$ cat config.mk
export PLATFORM = sky130hd
export DESIGN_NAME = dpc_pin_if
export DESIGN_NICKNAME = d
export VERILOG_FILES = /design/src/verilog/dpc_pkg.sv /design/src/verilog/dpc_pin_if.sv
export VERILOG_INCLUDE_DIRS = /design/src /design/src/verilog
export SDC_FILE = /design/constraint.sdc
export NUM_CORES = 1
export LEC_CHECK = 0
export BUFFER_PORTS_ARGS = -buffer_cell sky130_fd_sc_hd__buf_2
export CORE_UTILIZATION = 35
export CTS_BUF_LIST = sky130_fd_sc_hd__clkbuf_16
export CTS_CLUSTER_SIZE = 25
export DETAILED_ROUTE_END_ITERATION = 6
export PLACE_DENSITY = 0.53
export SLEW_MARGIN = 20
export SYNTH_ARGS = -nofsm -noshare
export SYNTH_HDL_FRONTEND = slang
export SYNTH_SLANG_ARGS = --single-unit
$ cat constraint.sdc
create_clock -name i_clk -period 18 [get_ports i_clk]
set_input_delay 0.9 -clock i_clk [delete_from_list [all_inputs] [get_ports i_clk]]
set_output_delay 0.9 -clock i_clk [all_outputs]
set_load 0.005 [all_outputs]
$ cat src/verilog/dpc_regs.svh
// constants for the ddr2 command and control pin interface
// Behaviour
// - sample every address and control pin on the rising clock crossing; the odt pin is never sampled
// - read beats alternate rising and falling crossing, giving double rate; here one beat per clock cycle, crossing flagged on o_dq_phase
// - cke low: idle banks give precharge power-down or self-refresh, else active
// - cke registered for power-down and self-refresh entry; self-refresh exit on the clock edge, only the clock buffer wakes async
// - power-down disables all input buffers except clock, odt and cke
// - self-refresh disables all input buffers except cke, clock ignored too
// - any command is ignored while chip select is sampled high
// - command decoded from ras, cas and we together with chip select
// - a write beat whose data mask is high is not stored
// - data mask sampled on both rising and falling data strobe edges
// - mask pin is data mask or read strobe, chosen by extended register one
// - activate, read, write, single precharge act on bank address bank
// - mode register set writes the register chosen by bank address
// - activate takes row; read or write take column and auto-precharge bit
// - precharge closes one bank with a10 low, all banks with a10 high
// - mode register set loads the op-code from the address pins
// - each access is a burst of four or eight in programmed order
`ifndef DPC_REGS_SVH
`define DPC_REGS_SVH
`define DPC_NBANK 8
`define DPC_BA_W 3
`define DPC_ROW_W 14
`define DPC_COL_W 10
`define DPC_DQ_W 8
`define DPC_NMR 4
`define DPC_AP_BIT 10
`define DPC_MR_BURST 2'h0
`define DPC_MR_EXT1 2'h1
`define DPC_BL_MSB 2
`define DPC_BL_LSB 0
`define DPC_BT_BIT 3
`define DPC_RDQS_BIT 11
`define DPC_BL8_CODE 3'h3
`define DPC_LAST4 3'h3
`define DPC_LAST8 3'h7
`define DPC_MR_RST 14'h0000
`endif

$ cat src/verilog/dpc_pkg.sv
// types of the ddr2 command and control pin interface
`default_nettype none
package dpc_pkg;
  typedef enum logic [1:0] {
    PWR_ON = 2'b00,
    PWR_PPD = 2'b01,
    PWR_APD = 2'b10,
    PWR_SREF = 2'b11
  } dpc_pwr_type;
  typedef enum logic [2:0] {
    CMD_MRS = 3'b000,
    CMD_REF = 3'b001,
    CMD_PRE = 3'b010,
    CMD_ACT = 3'b011,
    CMD_WR = 3'b100,
    CMD_RD = 3'b101,
    CMD_RSVD = 3'b110,
    CMD_NOP = 3'b111
  } dpc_cmd_type;
  typedef struct packed {
    logic cke;
    logic cs_n;
    logic ras_n;
    logic cas_n;
    logic we_n;
    logic odt;
    logic [2:0] ba;
    logic [13:0] addr;
  } dpc_pins_type;
  typedef struct packed {
    logic valid;
    logic [2:0] bank;
    logic [13:0] row;
    logic [9:0] col;
    logic [7:0] data;
  } dpc_acc_type;
  typedef struct packed {
    dpc_pwr_type pwr;
    logic cke;
    logic [7:0] open;
    logic [7:0][13:0] row;
    logic [3:0][13:0] mr;
    logic bact;
    logic bwr;
    logic bap;
    logic [2:0] bbank;
    logic [9:0] bcol;
    logic [2:0] beat;
    dpc_acc_type wr;
    dpc_acc_type rd;
    logic rd_phase;
    logic dout_v;
    logic dout_phase;
    logic [7:0] dout;
  } dpc_state_type;
endpackage : dpc_pkg
`default_nettype wire

$ cat src/verilog/dpc_pin_if.sv
// ddr2 command, address, clock enable and data mask pin logic
`default_nettype none
`include "dpc_regs.svh"
module dpc_pin_if #(
  parameter int DQ_W = `DPC_DQ_W,
  parameter int ROW_W = `DPC_ROW_W
) (
  // clock and reset
  input wire logic i_clk,
  input wire logic i_rst,
  // command and address pins
  input wire dpc_pkg::dpc_pins_type i_pins,
  // write strobe edges with data and mask
  input wire logic i_dqs_rise,
  input wire logic i_dqs_fall,
  input wire logic [DQ_W-1:0] i_dq,
  input wire logic i_dm,
  // array answer to the read request, same cycle
  input wire logic [DQ_W-1:0] i_rd_data,
  // input buffer enables and mask pin mode
  output logic o_clk_buf_en,
  output logic o_odt_buf_en,
  output logic o_cmd_buf_en,
  output logic o_dm_is_rdqs,
  // array accesses
  output dpc_pkg::dpc_acc_type o_wr,
  output dpc_pkg::dpc_acc_type o_rd,
  // read data beats
  output logic o_dq_valid,
  output logic o_dq_phase,
  output logic [DQ_W-1:0] o_dq,
  // state seen by the core
  output dpc_pkg::dpc_pwr_type o_pwr,
  output logic [`DPC_NBANK-1:0] o_bank_open
);
  dpc_pkg::dpc_state_type st_ff;
  dpc_pkg::dpc_state_type nxt_st;
  dpc_pkg::dpc_cmd_type cmd;
  logic cmd_en;
  logic bl8;
  logic ilv;
  logic rdqs;
  logic edge_in;
  logic last;
  logic [`DPC_NBANK-1:0] ba_mask;

  // the package types fix the widths, so other values cannot be served
  if (DQ_W != `DPC_DQ_W || ROW_W != `DPC_ROW_W) begin : g_bad_width
    $error("dpc_pin_if: widths must match the package types");
  end

  function automatic logic [`DPC_COL_W-1:0] f_col(
    input logic [`DPC_COL_W-1:0] s,
    input logic [2:0] i,
    input logic b8,
    input logic il
  );
    logic [2:0] lo;
    begin
      lo = il ? (s[2:0] ^ i) : 3'(s[2:0] + i);
      if (b8) begin
        return {s[`DPC_COL_W-1:3], lo};
      end
      return {s[`DPC_COL_W-1:2], lo[1:0]};
    end
  endfunction

  // command decode on the rising crossing
  assign cmd = dpc_pkg::dpc_cmd_type'({i_pins.ras_n, i_pins.cas_n,
                                       i_pins.we_n});
  assign cmd_en = (st_ff.pwr == dpc_pkg::PWR_ON) && st_ff.cke && i_pins.cke
                  && !i_pins.cs_n;
  assign bl8 = (st_ff.mr[`DPC_MR_BURST][`DPC_BL_MSB:`DPC_BL_LSB]
                == `DPC_BL8_CODE);
  assign ilv = st_ff.mr[`DPC_MR_BURST][`DPC_BT_BIT];
  assign rdqs = st_ff.mr[`DPC_MR_EXT1][`DPC_RDQS_BIT];
  assign edge_in = i_dqs_rise || i_dqs_fall;
  assign last = (st_ff.beat == (bl8 ? `DPC_LAST8 : `DPC_LAST4));
  assign ba_mask = `DPC_NBANK'(1) << i_pins.ba;

  always_comb begin
    nxt_st = st_ff;
    nxt_st.cke = i_pins.cke;
    nxt_st.wr.valid = 1'b0;
    nxt_st.rd = '0;
    nxt_st.dout_v = st_ff.rd.valid;
    nxt_st.dout_phase = st_ff.rd_phase;
    if (st_ff.rd.valid) begin
      nxt_st.dout = i_rd_data;
    end
    // power state
    unique case (st_ff.pwr)
      dpc_pkg::PWR_ON: begin
        if (st_ff.cke && !i_pins.cke) begin
          if (!i_pins.cs_n && cmd == dpc_pkg::CMD_REF && st_ff.open == '0) begin
            nxt_st.pwr = dpc_pkg::PWR_SREF;
          end else if (st_ff.open == '0) begin
            nxt_st.pwr = dpc_pkg::PWR_PPD;
          end else begin
            nxt_st.pwr = dpc_pkg::PWR_APD;
          end
        end
      end
      dpc_pkg::PWR_PPD, dpc_pkg::PWR_APD, dpc_pkg::PWR_SREF: begin
        if (i_pins.cke) begin
          nxt_st.pwr = dpc_pkg::PWR_ON;
        end
      end
    endcase
    // burst engine
    if (st_ff.bact) begin
      if (!st_ff.bwr) begin
        nxt_st.rd.valid = 1'b1;
        nxt_st.rd.bank = st_ff.bbank;
        nxt_st.rd.row = st_ff.row[st_ff.bbank];
        nxt_st.rd.col = f_col(st_ff.bcol, st_ff.beat, bl8, ilv);
        nxt_st.rd_phase = st_ff.beat[0];
      end
      if (!st_ff.bwr || edge_in) begin
        nxt_st.beat = 3'(st_ff.beat + 3'h1);
        if (st_ff.bwr) begin
          nxt_st.wr.valid = !(i_dm && !rdqs);
          nxt_st.wr.bank = st_ff.bbank;
          nxt_st.wr.row = st_ff.row[st_ff.bbank];
          nxt_st.wr.col = f_col(st_ff.bcol, st_ff.beat, bl8, ilv);
          nxt_st.wr.data = i_dq;
        end
        if (last) begin
          nxt_st.bact = 1'b0;
          if (st_ff.bap) begin
            nxt_st.open[st_ff.bbank] = 1'b0;
          end
        end
      end
    end
    // commands
    if (cmd_en) begin
      unique case (cmd)
        dpc_pkg::CMD_MRS: begin
          if (st_ff.open == '0 && !st_ff.bact) begin
            nxt_st.mr[i_pins.ba[1:0]] = i_pins.addr;
          end
        end
        dpc_pkg::CMD_PRE: begin
          if (i_pins.addr[`DPC_AP_BIT]) begin
            nxt_st.open = '0;
          end else begin
            nxt_st.open = nxt_st.open & ~ba_mask;
          end
        end
        dpc_pkg::CMD_ACT: begin
          nxt_st.open[i_pins.ba] = 1'b1;
          nxt_st.row[i_pins.ba] = i_pins.addr;
        end
        dpc_pkg::CMD_WR, dpc_pkg::CMD_RD: begin
          if (st_ff.open[i_pins.ba] && !st_ff.bact) begin
            nxt_st.bact = 1'b1;
            nxt_st.bwr = (cmd == dpc_pkg::CMD_WR);
            nxt_st.bbank = i_pins.ba;
            nxt_st.bcol = i_pins.addr[`DPC_COL_W-1:0];
            nxt_st.bap = i_pins.addr[`DPC_AP_BIT];
            nxt_st.beat = 3'h0;
          end
        end
        dpc_pkg::CMD_REF, dpc_pkg::CMD_RSVD, dpc_pkg::CMD_NOP: begin
        end
      endcase
    end
  end

  always_ff @(posedge i_clk or posedge i_rst) begin
    if (i_rst) begin
      st_ff <= '0;
    end else begin
      st_ff <= nxt_st;
    end
  end

  // clock buffer wakes straight from cke in self-refresh
  assign o_clk_buf_en = (st_ff.pwr != dpc_pkg::PWR_SREF) || i_pins.cke;
  assign o_odt_buf_en = (st_ff.pwr != dpc_pkg::PWR_SREF);
  assign o_cmd_buf_en = (st_ff.pwr == dpc_pkg::PWR_ON);
  assign o_dm_is_rdqs = rdqs;
  assign o_wr = st_ff.wr;
  assign o_rd = st_ff.rd;
  assign o_dq_valid = st_ff.dout_v;
  assign o_dq_phase = st_ff.dout_phase;
  assign o_dq = st_ff.dout;
  assign o_pwr = st_ff.pwr;
  assign o_bank_open = st_ff.open;

  logic start_rd;
  assign start_rd = cmd_en && cmd == dpc_pkg::CMD_RD && !st_ff.bact
                    && st_ff.open[i_pins.ba];
endmodule : dpc_pin_if
`default_nettype wire

==> results.yml, run 1 <==
status:
  outcome: "finished, final reports clean"
grt:
  grt_pass1_vias: 5718
  overflow: 0
  antenna_found_initial: 3
  grt_use_met1: 0.207
  grtUsageMet3: 0.0297
  grt_max_degree: 85
  grt_usage: 0.149
  grt_util_met2: 0.237
  grt_first_pass_wirelength_um: 33500
  grt_busiest_layer: "met2"
pwr:
  power_per_cell_area_mw_per_mm2: 104
  swShare: 0.258
  p_switching_uw: 298
  power_frac_comb: 0.131
  p_leak_nw: 5.64
  ir_worst_vdd_mv: 0.0534
  p_int_uw: 855
  clock_power_share: 0.379
  seq_power_share: 0.490
yosys:
  yosys_warnings: 0
  syn_avg_cell_area_um2: 13.6
  yosysTopAreaCell: "dfrtp_1"
  ys.flop_type: "dfrtp_1"
  synth_area_mm2: 0.0100
  synth.yosys.seq_area_share: 0.553
  ys_async_sr_fraction: 1.00
  synth-edff-count: 0
  synth_cell_types: 51
  synth_cells: 739
  ys_seq_elements: 222
  netlist_top_cells_area: "dfrtp_1 55%, mux2_2 16%, buf_4 6.7%, mux4_2 6.5%, mux2i_1 1.5%"
  synth_common_cells: "222 x dfrtp_1, 146 x mux2_2, 90 x buf_4"
  yosysMostFrequentCell: "dfrtp_1"
  synth_top_area_share: 0.553
clock_tree:
  cts-root-buf: "clkbuf_16"
  insertion_delay_ns: 0.51
  cts_tree: "done"
  cts_hold_buf: 0
  numCtsBuffers: 23
  path_clk_slew_ns: 0.06
  post_cts_buffers: 0
  htree_levels: 1
  clk_path_buf_depth: 3
  cts_resized: 0
  cts.sinks: 222
sta:
  setup_viol: 0
  min_period_over_period: 0.156
  drv_slew: 0
  relSlewSlack: 0.244
  skew_ns: 0.0123
  rsz0062_at_grt: "false"
  period_minus_slack_ns: 2.81
  tns_ns: 0
  fmax_mhz: 356
  tightest_slew_ns: 1.12
  hold_viol_final: 0
critical_path:
  critPathKind: "primary input to flip-flop"
  critPathLaunchType: "primary input"
  cp_num_buf_inv: 1
  crit_path_end_kind: "flip-flop"
  worstPathCellList: "buf_2, nand2b_1, or4_1, nor2_2, mux2_2"
  max_stage_delay_ns: 0.86
  cp.arrival_ns: 3.20
  reg2reg_slack_ns: 15.23
  cp_top_family: "simple AND/OR/NAND/NOR gates"
  critPathMaxFanout: 14
  critical_path_required_ns: 18.39
  cpMaxStageDelayCell: "nor2_2"
final_layout:
  syn_to_final_growth_pct: 10.6
  drive_gt1_frac: 0.460
  nets: 827
  multi_input_area_mm2: 0.00363
  seqCellArea_mm2: 0.00556
  n_fill_cell: 2687
  finalNonFillerCells: 1175
floorplanning:
  start_util: 0.359
  rows: 61
  core_area_mm2: 0.0280
  fp.dieH_um: 171
  chipWidth_um: 171
  dieArea_mm2: 0.0294
  io-pin-count: 140
worst_hold_path:
  hp-class: "flip-flop to flip-flop"
drt:
  vias: 5683
  via_per_inst: 4.84
  drt-total-wl_um: 21200
  route.detailed.drc: 0
  wl_per_cell_um: 18.0
  ant_nets: 0
  drt_iter0_drc: 232
  dr.pass1.iters: 4
placement:
  io_buffers: 130
  dp.cells: 1132
  post-dp-hpwl_um: 13500
  gp_congestion: 0.813
flow_run:
  maxCapViolations: 0
## power by group through the flow
stage,Combinational [mW],Clock (mW),Sequential (mW)
2_1_floorplan,0.131,0,0.563
3_3_place_gp,0.154,0,0.573
3_5_place_dp,0.155,0,0.574
4_1_cts,0.156,0.452,0.565
5_1_grt,0.171,0.472,0.570
6_report,0.151,0.437,0.564
## cell usage in the layout (no fill, tap or decap), types with 2 or more instances in the layout
cell	n
a31oi_1	3
clkinv_2	5
dfrtp_1	222
clkbuf_16	23
o21ai_0	30
nand3b_1	2
o22ai_1	2
mux4_2	29
and2_1	9
nor2_1	27
xor2_1	2
nor3_1	2
or3_1	3
nor2_2	3
mux2_4	9
nand4_1	2
nand3_1	3
inv_2	2
nand2_1	32
nor4_1	8
conb_1	8
ha_1	3
xnor2_1	2
inv_1	13
mux2i_1	15
o41ai_1	2
nand2b_1	6
or4_1	3
nor2b_1	3
clkinv_1	7
mux2_2	146
mux2_1	2
buf_2	130
buf_4	9
a21oi_1	9
## layout make-up
class                      count  area share
antenna                        1    0.000225
sequential                   222       0.500
tap                          378      0.0426
clock buffer                  23      0.0518
inverter                      11     0.00439
timing repair buffer         139      0.0646
multi-input combinational    382       0.327
clock inverter                19     0.00980
## path summary, 6_finish.rpt
check / end / depth (start not counted) / startpoint
min in group asynchronous: o_pwr[1]$_DFFE_PP0P_ / 2 / i_rst
min: o_dq_phase$_DFF_PP0_ / 0 / nxt_st[8]$_DFFE_PP0P_
max: flip-flop / 5 / i_pins[20]
min reg2reg: o_dq_phase$_DFF_PP0_ / 0 / nxt_st[8]$_DFFE_PP0P_
max in group asynchronous: async pin / 3 / i_rst
max reg2reg: flip-flop / 4 / o_pwr[1]$_DFFE_PP0P_
## stage by stage
| step | hold WS (ns) | util | setup WS (ns) | power, mW | instance area, um^2 |
|---|---|---|---|---|---|
| 2_1_floorplan | 0.354 | - | 11.02 | 0.694 | 10100 |
| 3_3_place_gp | 0.360 | 0.372 | 14.63 | 0.727 | 10400 |
| 3_5_place_dp | 0.369 | 0.372 | 14.62 | 0.730 | 10400 |
| 4_1_cts | 0.388 | 0.397 | 15.15 | 1.17 | 11100 |
| 5_1_grt | 0.388 | 0.397 | 15.09 | 1.21 | 11100 |
| 6_report | 0.376 | 0.397 | 15.19 | 1.15 | 11100 |
## cells by family (layout without fill, tap and decap cells)
family          after synthesis  after routing  share of synthesized area
flops                       222            222                      0.553
mux                         201            201                      0.259
buf+inv                     142            192                     0.0888
simple gates                112            112                     0.0586
compound gates               53             53                     0.0305
fa+ha+maj                     4              4                    0.00573
xor+xnor                      4              4                    0.00349
other cells                   1              9                   0.000373
## per-layer routing
| layer | vias to the layer above | part of all wire | wire [um] |
|---|---|---|---|
| met4 | 4 | 0.020 | 421 |
| li1 | 2578 | - | - |
| met2 | 133 | 0.47 | 9860 |
| met1 | 2930 | 0.45 | 9610 |
| met5 | - | 0.0010 | 22 |
| met3 | 38 | 0.060 | 1270 |
No activity file was read; power rests on OpenSTA's default activity.
==> run 2: changes to the inputs <==
==> constraint.sdc (replaced) <==
create_clock -name i_clk -period 2.8 [get_ports i_clk]
set_input_delay 0.14 -clock i_clk [delete_from_list [all_inputs] [get_ports i_clk]]
set_output_delay 0.14 -clock i_clk [all_outputs]
set_load 0.005 [all_outputs]
==> run 2 against run 1 <==
  * Wire length increased by 1.5%
  * Final area increased by 4.4%
  * First-iteration DRC count increased by 15%
  * Global-route usage increased by 0.11 points
  * Worst setup slack got worse by 15 ns
  * Hold slack got worse by 0.36 ns
  * Clock power increased to 6.9 times the previous value
  * Power increased to 6.7 times the previous value
  * Via count increased by 2.3%
  * Core utilization increased by 1.7 points
==> results.yml, run 2 (same netlist as run 1, synthesis figures left out) <==
status:
  outcome: "finished, final reports clean"
grt:
  grt_max_degree: 69
  antenna_found_initial: 0
  grt_first_pass_wirelength_um: 33700
  grt_pass1_vias: 5829
  grt_usage: 0.150
  overflow: 0
pwr:
  p_switching_mw: 1.93
  p_int_mw: 5.75
  power_frac_comb: 0.135
  clock_power_share: 0.392
  p_leak_nw: 5.86
  seq_power_share: 0.472
  power_mw: 7.68
  swShare: 0.251
  power_per_cell_area_mw_per_mm2: 662
  ir_worst_vdd_mv: 0.418
clock_tree:
  path_clk_slew_ns: 0.06
  insertion_delay_ns: 0.51
  clk_path_buf_depth: 3
  cts_tree: "done"
  cts-root-buf: "clkbuf_16"
  numCtsBuffers: 24
  htree_levels: 1
  cts.sinks: 222
  cts_resized: 0
sta:
  tightest_slew_ns: 0.745
  fmax_mhz: 438
  drv_slew: 0
  rsz0062_at_grt: "false"
  layout_setup_ws_ns: 0.519
  hold_ws_ns: 0.0183
  hold_viol_final: 0
  relSlewSlack: 0.500
  min_period_over_period: 0.815
  setup_viol: 0
  skew_ns: 0.0119
  period_minus_slack_ns: 2.28
drt:
  drt_iter0_drc: 266
  via_per_inst: 4.79
  dr.pass1.iters: 4
  drt-total-wl_um: 21500
  ant_nets: 0
  route.detailed.drc: 0
  vias: 5816
  wl_per_cell_um: 17.7
placement:
  post-dp-hpwl_um: 14200
  gp_congestion: 0.818
  dpl_worst_slack_ns: 0.520
  io_buffers: 130
critical_path:
  cpMaxStageDelayCell: "or4_1"
  cp.arrival_ns: 2.67
  critPathLaunchType: "flip-flop"
  timing.rr.start: "o_pwr[1]$_DFFE_PP0P_"
  critPathKind: "flip-flop to flip-flop"
  worstPathCellList: "nand4bb_4, or4_1, nor2_2, buf_4, mux2_2"
  crit_path_end_kind: "flip-flop"
  critical_path_required_ns: 3.19
  reg2reg_slack_ns: 0.52
  critPathMaxFanout: 14
  ff2ff_path_depth: 5
  max_stage_delay_ns: 0.64
final_layout:
  final_common_cell: "dfrtp_1"
  finalCoreUtilization: 0.414
  nets: 870
  antenna_cells: 0
  n_fill_cell: 2644
  final_cell_mix: "222 x dfrtp_1, 146 x mux2_2, 130 x buf_2"
  syn_to_final_growth_pct: 15.5
  drive_gt1_frac: 0.460
floorplanning:
  dieArea_mm2: 0.0294
  rows: 61
  core_area_mm2: 0.0280
  start_util: 0.359
  fp.dieH_um: 171
  chipWidth_um: 171
  io-pin-count: 140
flow_run:
  maxCapViolations: 0
worst_hold_path:
  hp-class: "primary input to flip-flop"
  worstHoldPathCells: 2
  min_from: "i_pins[2]"
run 2: timing repair:
item                      CTS  global route
hold endpoints to repair   86             0
setup buffers               0             0
hold buffers               27             0
run 2: worst max path at each step:
stage               slack, ns  cells past startpoint   endpoint                 start
global placement         0.52                      5  flip-flop  o_pwr[1]$_DFFE_PP0P_
floorplan               -0.24                      1  async pin                 i_rst
CTS                      0.51                      5  flip-flop  o_pwr[1]$_DFFE_PP0P_
global route             0.39                      5  flip-flop  o_pwr[1]$_DFFE_PP0P_
detailed placement       0.52                      5  flip-flop  o_pwr[1]$_DFFE_PP0P_
finish                   0.52                      5  flip-flop  o_pwr[1]$_DFFE_PP0P_
run 2: cell type report:
cell class                 instances  area (um^2)  share of cell area
clock buffer                      25          626              0.0539
clock inverter                    16          121              0.0105
inverter                          11         45.0             0.00388
multi-input combinational        382         3630               0.313
sequential                       222         5560               0.479
tap                              378          473              0.0408
timing repair buffer             181         1150              0.0992
run 2: routing by layer:
layer  share of wire  global-route usage
met5               0                   0
met4           0.017              0.0411
met3           0.040              0.0244
met1            0.46               0.206
met2            0.48               0.246
run 2: power by group through the flow:
stage,registers (mW),clock network (mW),logic (mW)
final,3.63,3.01,1.04
after global routing,3.66,3.25,1.16
after CTS,3.63,3.11,1.07
after detailed placement,3.69,0,1.04
after global placement,3.68,0,1.03
after floorplan,3.62,0,0.841
run 2: metrics by stage:
step	cells	setup TNS [ns]	cell area, um^2
2_1_floorplan	746	-52.40	10100
3_3_place_gp	1147	0	10600
3_5_place_dp	1147	0	10600
4_1_cts	1215	0	11600
5_1_grt	1215	0	11600
6_report	1215	0	11600
run 2: worst max-delay path: cells and delay by family, from the launching register on:
kind,cells,cell delay [ns]
buffers and inverters,1,0.29
DFF,1,0.42
muxes,1,0.37
and+or+nand+nor,3,1.08
==> run 3: changes to the inputs <==
--- a/config.mk
+++ b/config.mk
@@ -11,7 +11,7 @@
 export CTS_BUF_LIST = sky130_fd_sc_hd__clkbuf_16
 export CTS_CLUSTER_SIZE = 25
 export DETAILED_ROUTE_END_ITERATION = 6
-export PLACE_DENSITY = 0.53
+export PLACE_DENSITY = 0.55
 export SLEW_MARGIN = 20
 export SYNTH_ARGS = -nofsm -noshare
 export SYNTH_HDL_FRONTEND = slang
==> constraint.sdc (replaced) <==
create_clock -name i_clk -period 1.9 [get_ports i_clk]
set_input_delay 0.095 -clock i_clk [delete_from_list [all_inputs] [get_ports i_clk]]
set_output_delay 0.095 -clock i_clk [all_outputs]
set_load 0.005 [all_outputs]
==> run 3 against run 2 <==
  * The flow now finishes with violations (setup timing)
  * First-iteration DRC count rose by 40%
  * Final cell count rose by 4.4%
  * Clock skew rose by 0.0014 ns
  * Power rose by 47%
  * Maximum frequency rose by 12%
  * Largest power group unchanged
  * Highest routed layer unchanged
==> results.yml, run 3 (same netlist as run 1, synthesis figures left out) <==
critical_path:
  critPathMaxFanout: 8
  critical_path_required_ns: 2.29
  critPathKind: "flip-flop to flip-flop"
  crit_path_end_kind: "flip-flop"
  ff2ff_path_depth: 7
  cp.arrival_ns: 2.43
  reg2reg_slack_ns: -0.14
  critPathLaunchType: "flip-flop"
placement:
  post-dp-hpwl_um: 14900
  place_area_mm2: 0.0112
  gp_congestion: 0.797
  io_buffers: 130
  dpl_worst_slack_ns: -0.148
clock_tree:
  htree_levels: 1
  clk_path_buf_depth: 3
  insertion_delay_ns: 0.51
  cts_tree: "done"
  numCtsBuffers: 23
  cts.sinks: 222
  cts-root-buf: "clkbuf_16"
  path_clk_slew_ns: 0.06
sta:
  setup_viol: 112
  drv_slew: 0
  fmax_mhz: 490
  period_minus_slack_ns: 2.04
  hold_viol_final: 0
  hold_ws_ns: 0.0217
  min_period_over_period: 1.07
  skew_ns: 0.0133
  relSlewSlack: 0.599
  rsz0062_at_grt: "true"
  tightest_slew_ns: 0.601
  layout_setup_ws_ns: -0.140
grt:
  grtUsageMet3: 0.0207
  overflow: 0
  grt_first_pass_wirelength_um: 35400
  grt_use_met1: 0.224
  grt_busiest_layer: "met2"
  grt_usage: 0.157
  antenna_found_initial: 0
  grt_max_degree: 76
  grt_pass1_vias: 6030
  grt_util_met2: 0.251
drt:
  route.detailed.drc: 0
  drt_iter0_drc: 372
  ant_nets: 0
  drt-total-wl_um: 22900
  dr.pass1.iters: 5
  vias: 6076
  via_per_inst: 4.79
  wl_per_cell_um: 18.0
flow_run:
  maxCapViolations: 0
final_layout:
  final_cell_mix: "222 x dfrtp_1, 130 x buf_2, 101 x mux2_2"
  nets: 923
  final_common_cell: "dfrtp_1"
  drive_gt1_frac: 0.502
  antenna_cells: 0
  syn_to_final_growth_pct: 24.2
  fin_area_mm2: 0.0125
status:
  failed_checks: "setup timing"
  outcome: "finished with violations"
floorplanning:
  core_area_mm2: 0.0280
  fp.dieH_um: 171
  start_util: 0.359
  chipWidth_um: 171
  io-pin-count: 140
  rows: 61
  dieArea_mm2: 0.0294
pwr:
  ir_worst_vdd_mv: 0.553
  p_leak_nw: 6.24
  power_per_cell_area_mw_per_mm2: 907
worst_hold_path:
  worstHoldPathCells: 2
  hp-class: "primary input to flip-flop"
[run 3: area by class of cell]
cell class	count	area (um^2)
fillers	2533	15500
repair buffers	235	1770
clock buffers	23	576
flip-flops and latches	222	5560
well taps	378	473
clock inverters	18	108
multi-input cells	382	3950
inverters	11	45.0
[run 3: worst paths after layout]
path | endpoint | start
setup / recovery | flip-flop | o_pwr[0]$_DFFE_PP0P_
hold / removal | flip-flop | i_pins[9]
setup reg to reg | flip-flop | o_pwr[0]$_DFFE_PP0P_
hold reg to reg | o_dq_phase$_DFF_PP0_ | nxt_st[8]$_DFFE_PP0P_
max in group asynchronous | o_wr[21]$_DFFE_PP0P_ | i_rst
min in group asynchronous | o_rd[29]$_DFF_PP0_ | i_rst
[run 3: power breakdown]
part | switching (mW) | internal [mW]
Combinational | 0.891 | 0.936
Sequential | 0.235 | 5.09
Clock | 1.82 | 2.33
Total | 2.95 | 8.36
[run 3: worst max-delay path, cell delays in order (launching register included)]
cell	delay (ns)
dfrtp_1	0.38
nand4bb_4	0.22
or4_4	0.51
buf_8	0.16
nor2_4	0.08
buf_4	0.12
buf_12	0.14
mux2_4	0.30
[run 3: repair_timing]
action,CTS,global route
hold endpoints to repair,334,0
buffers inserted,3,5
pin swaps,1,2
gates cloned,1,3
gates resized for setup,3,44
hold buffers,32,0
setup endpoints to repair,56,114
[run 3: routing by layer]
| metal | part of all wire | vias up |
|---|---|---|
| li1 | - | 2778 |
| met1 | 0.47 | 3120 |
| met2 | 0.47 | 149 |
| met3 | 0.042 | 29 |
| met4 | 0.019 | 0 |
| met5 | 0 | - |
[run 3: per-stage QoR]
| stage | utilization | instances | setup TNS (ns) | total power, mW |
|---|---|---|---|---|
| floorplan | - | 746 | -251.62 | 6.61 |
| CTS | 0.436 | 1262 | -4.66 | 11.4 |
| detailed placement | 0.398 | 1185 | -6.25 | 7.15 |
| finish | 0.445 | 1269 | -7.64 | 11.3 |
| global placement | 0.398 | 1185 | -5.61 | 7.12 |
| global route | 0.445 | 1269 | -16.67 | 11.9 |
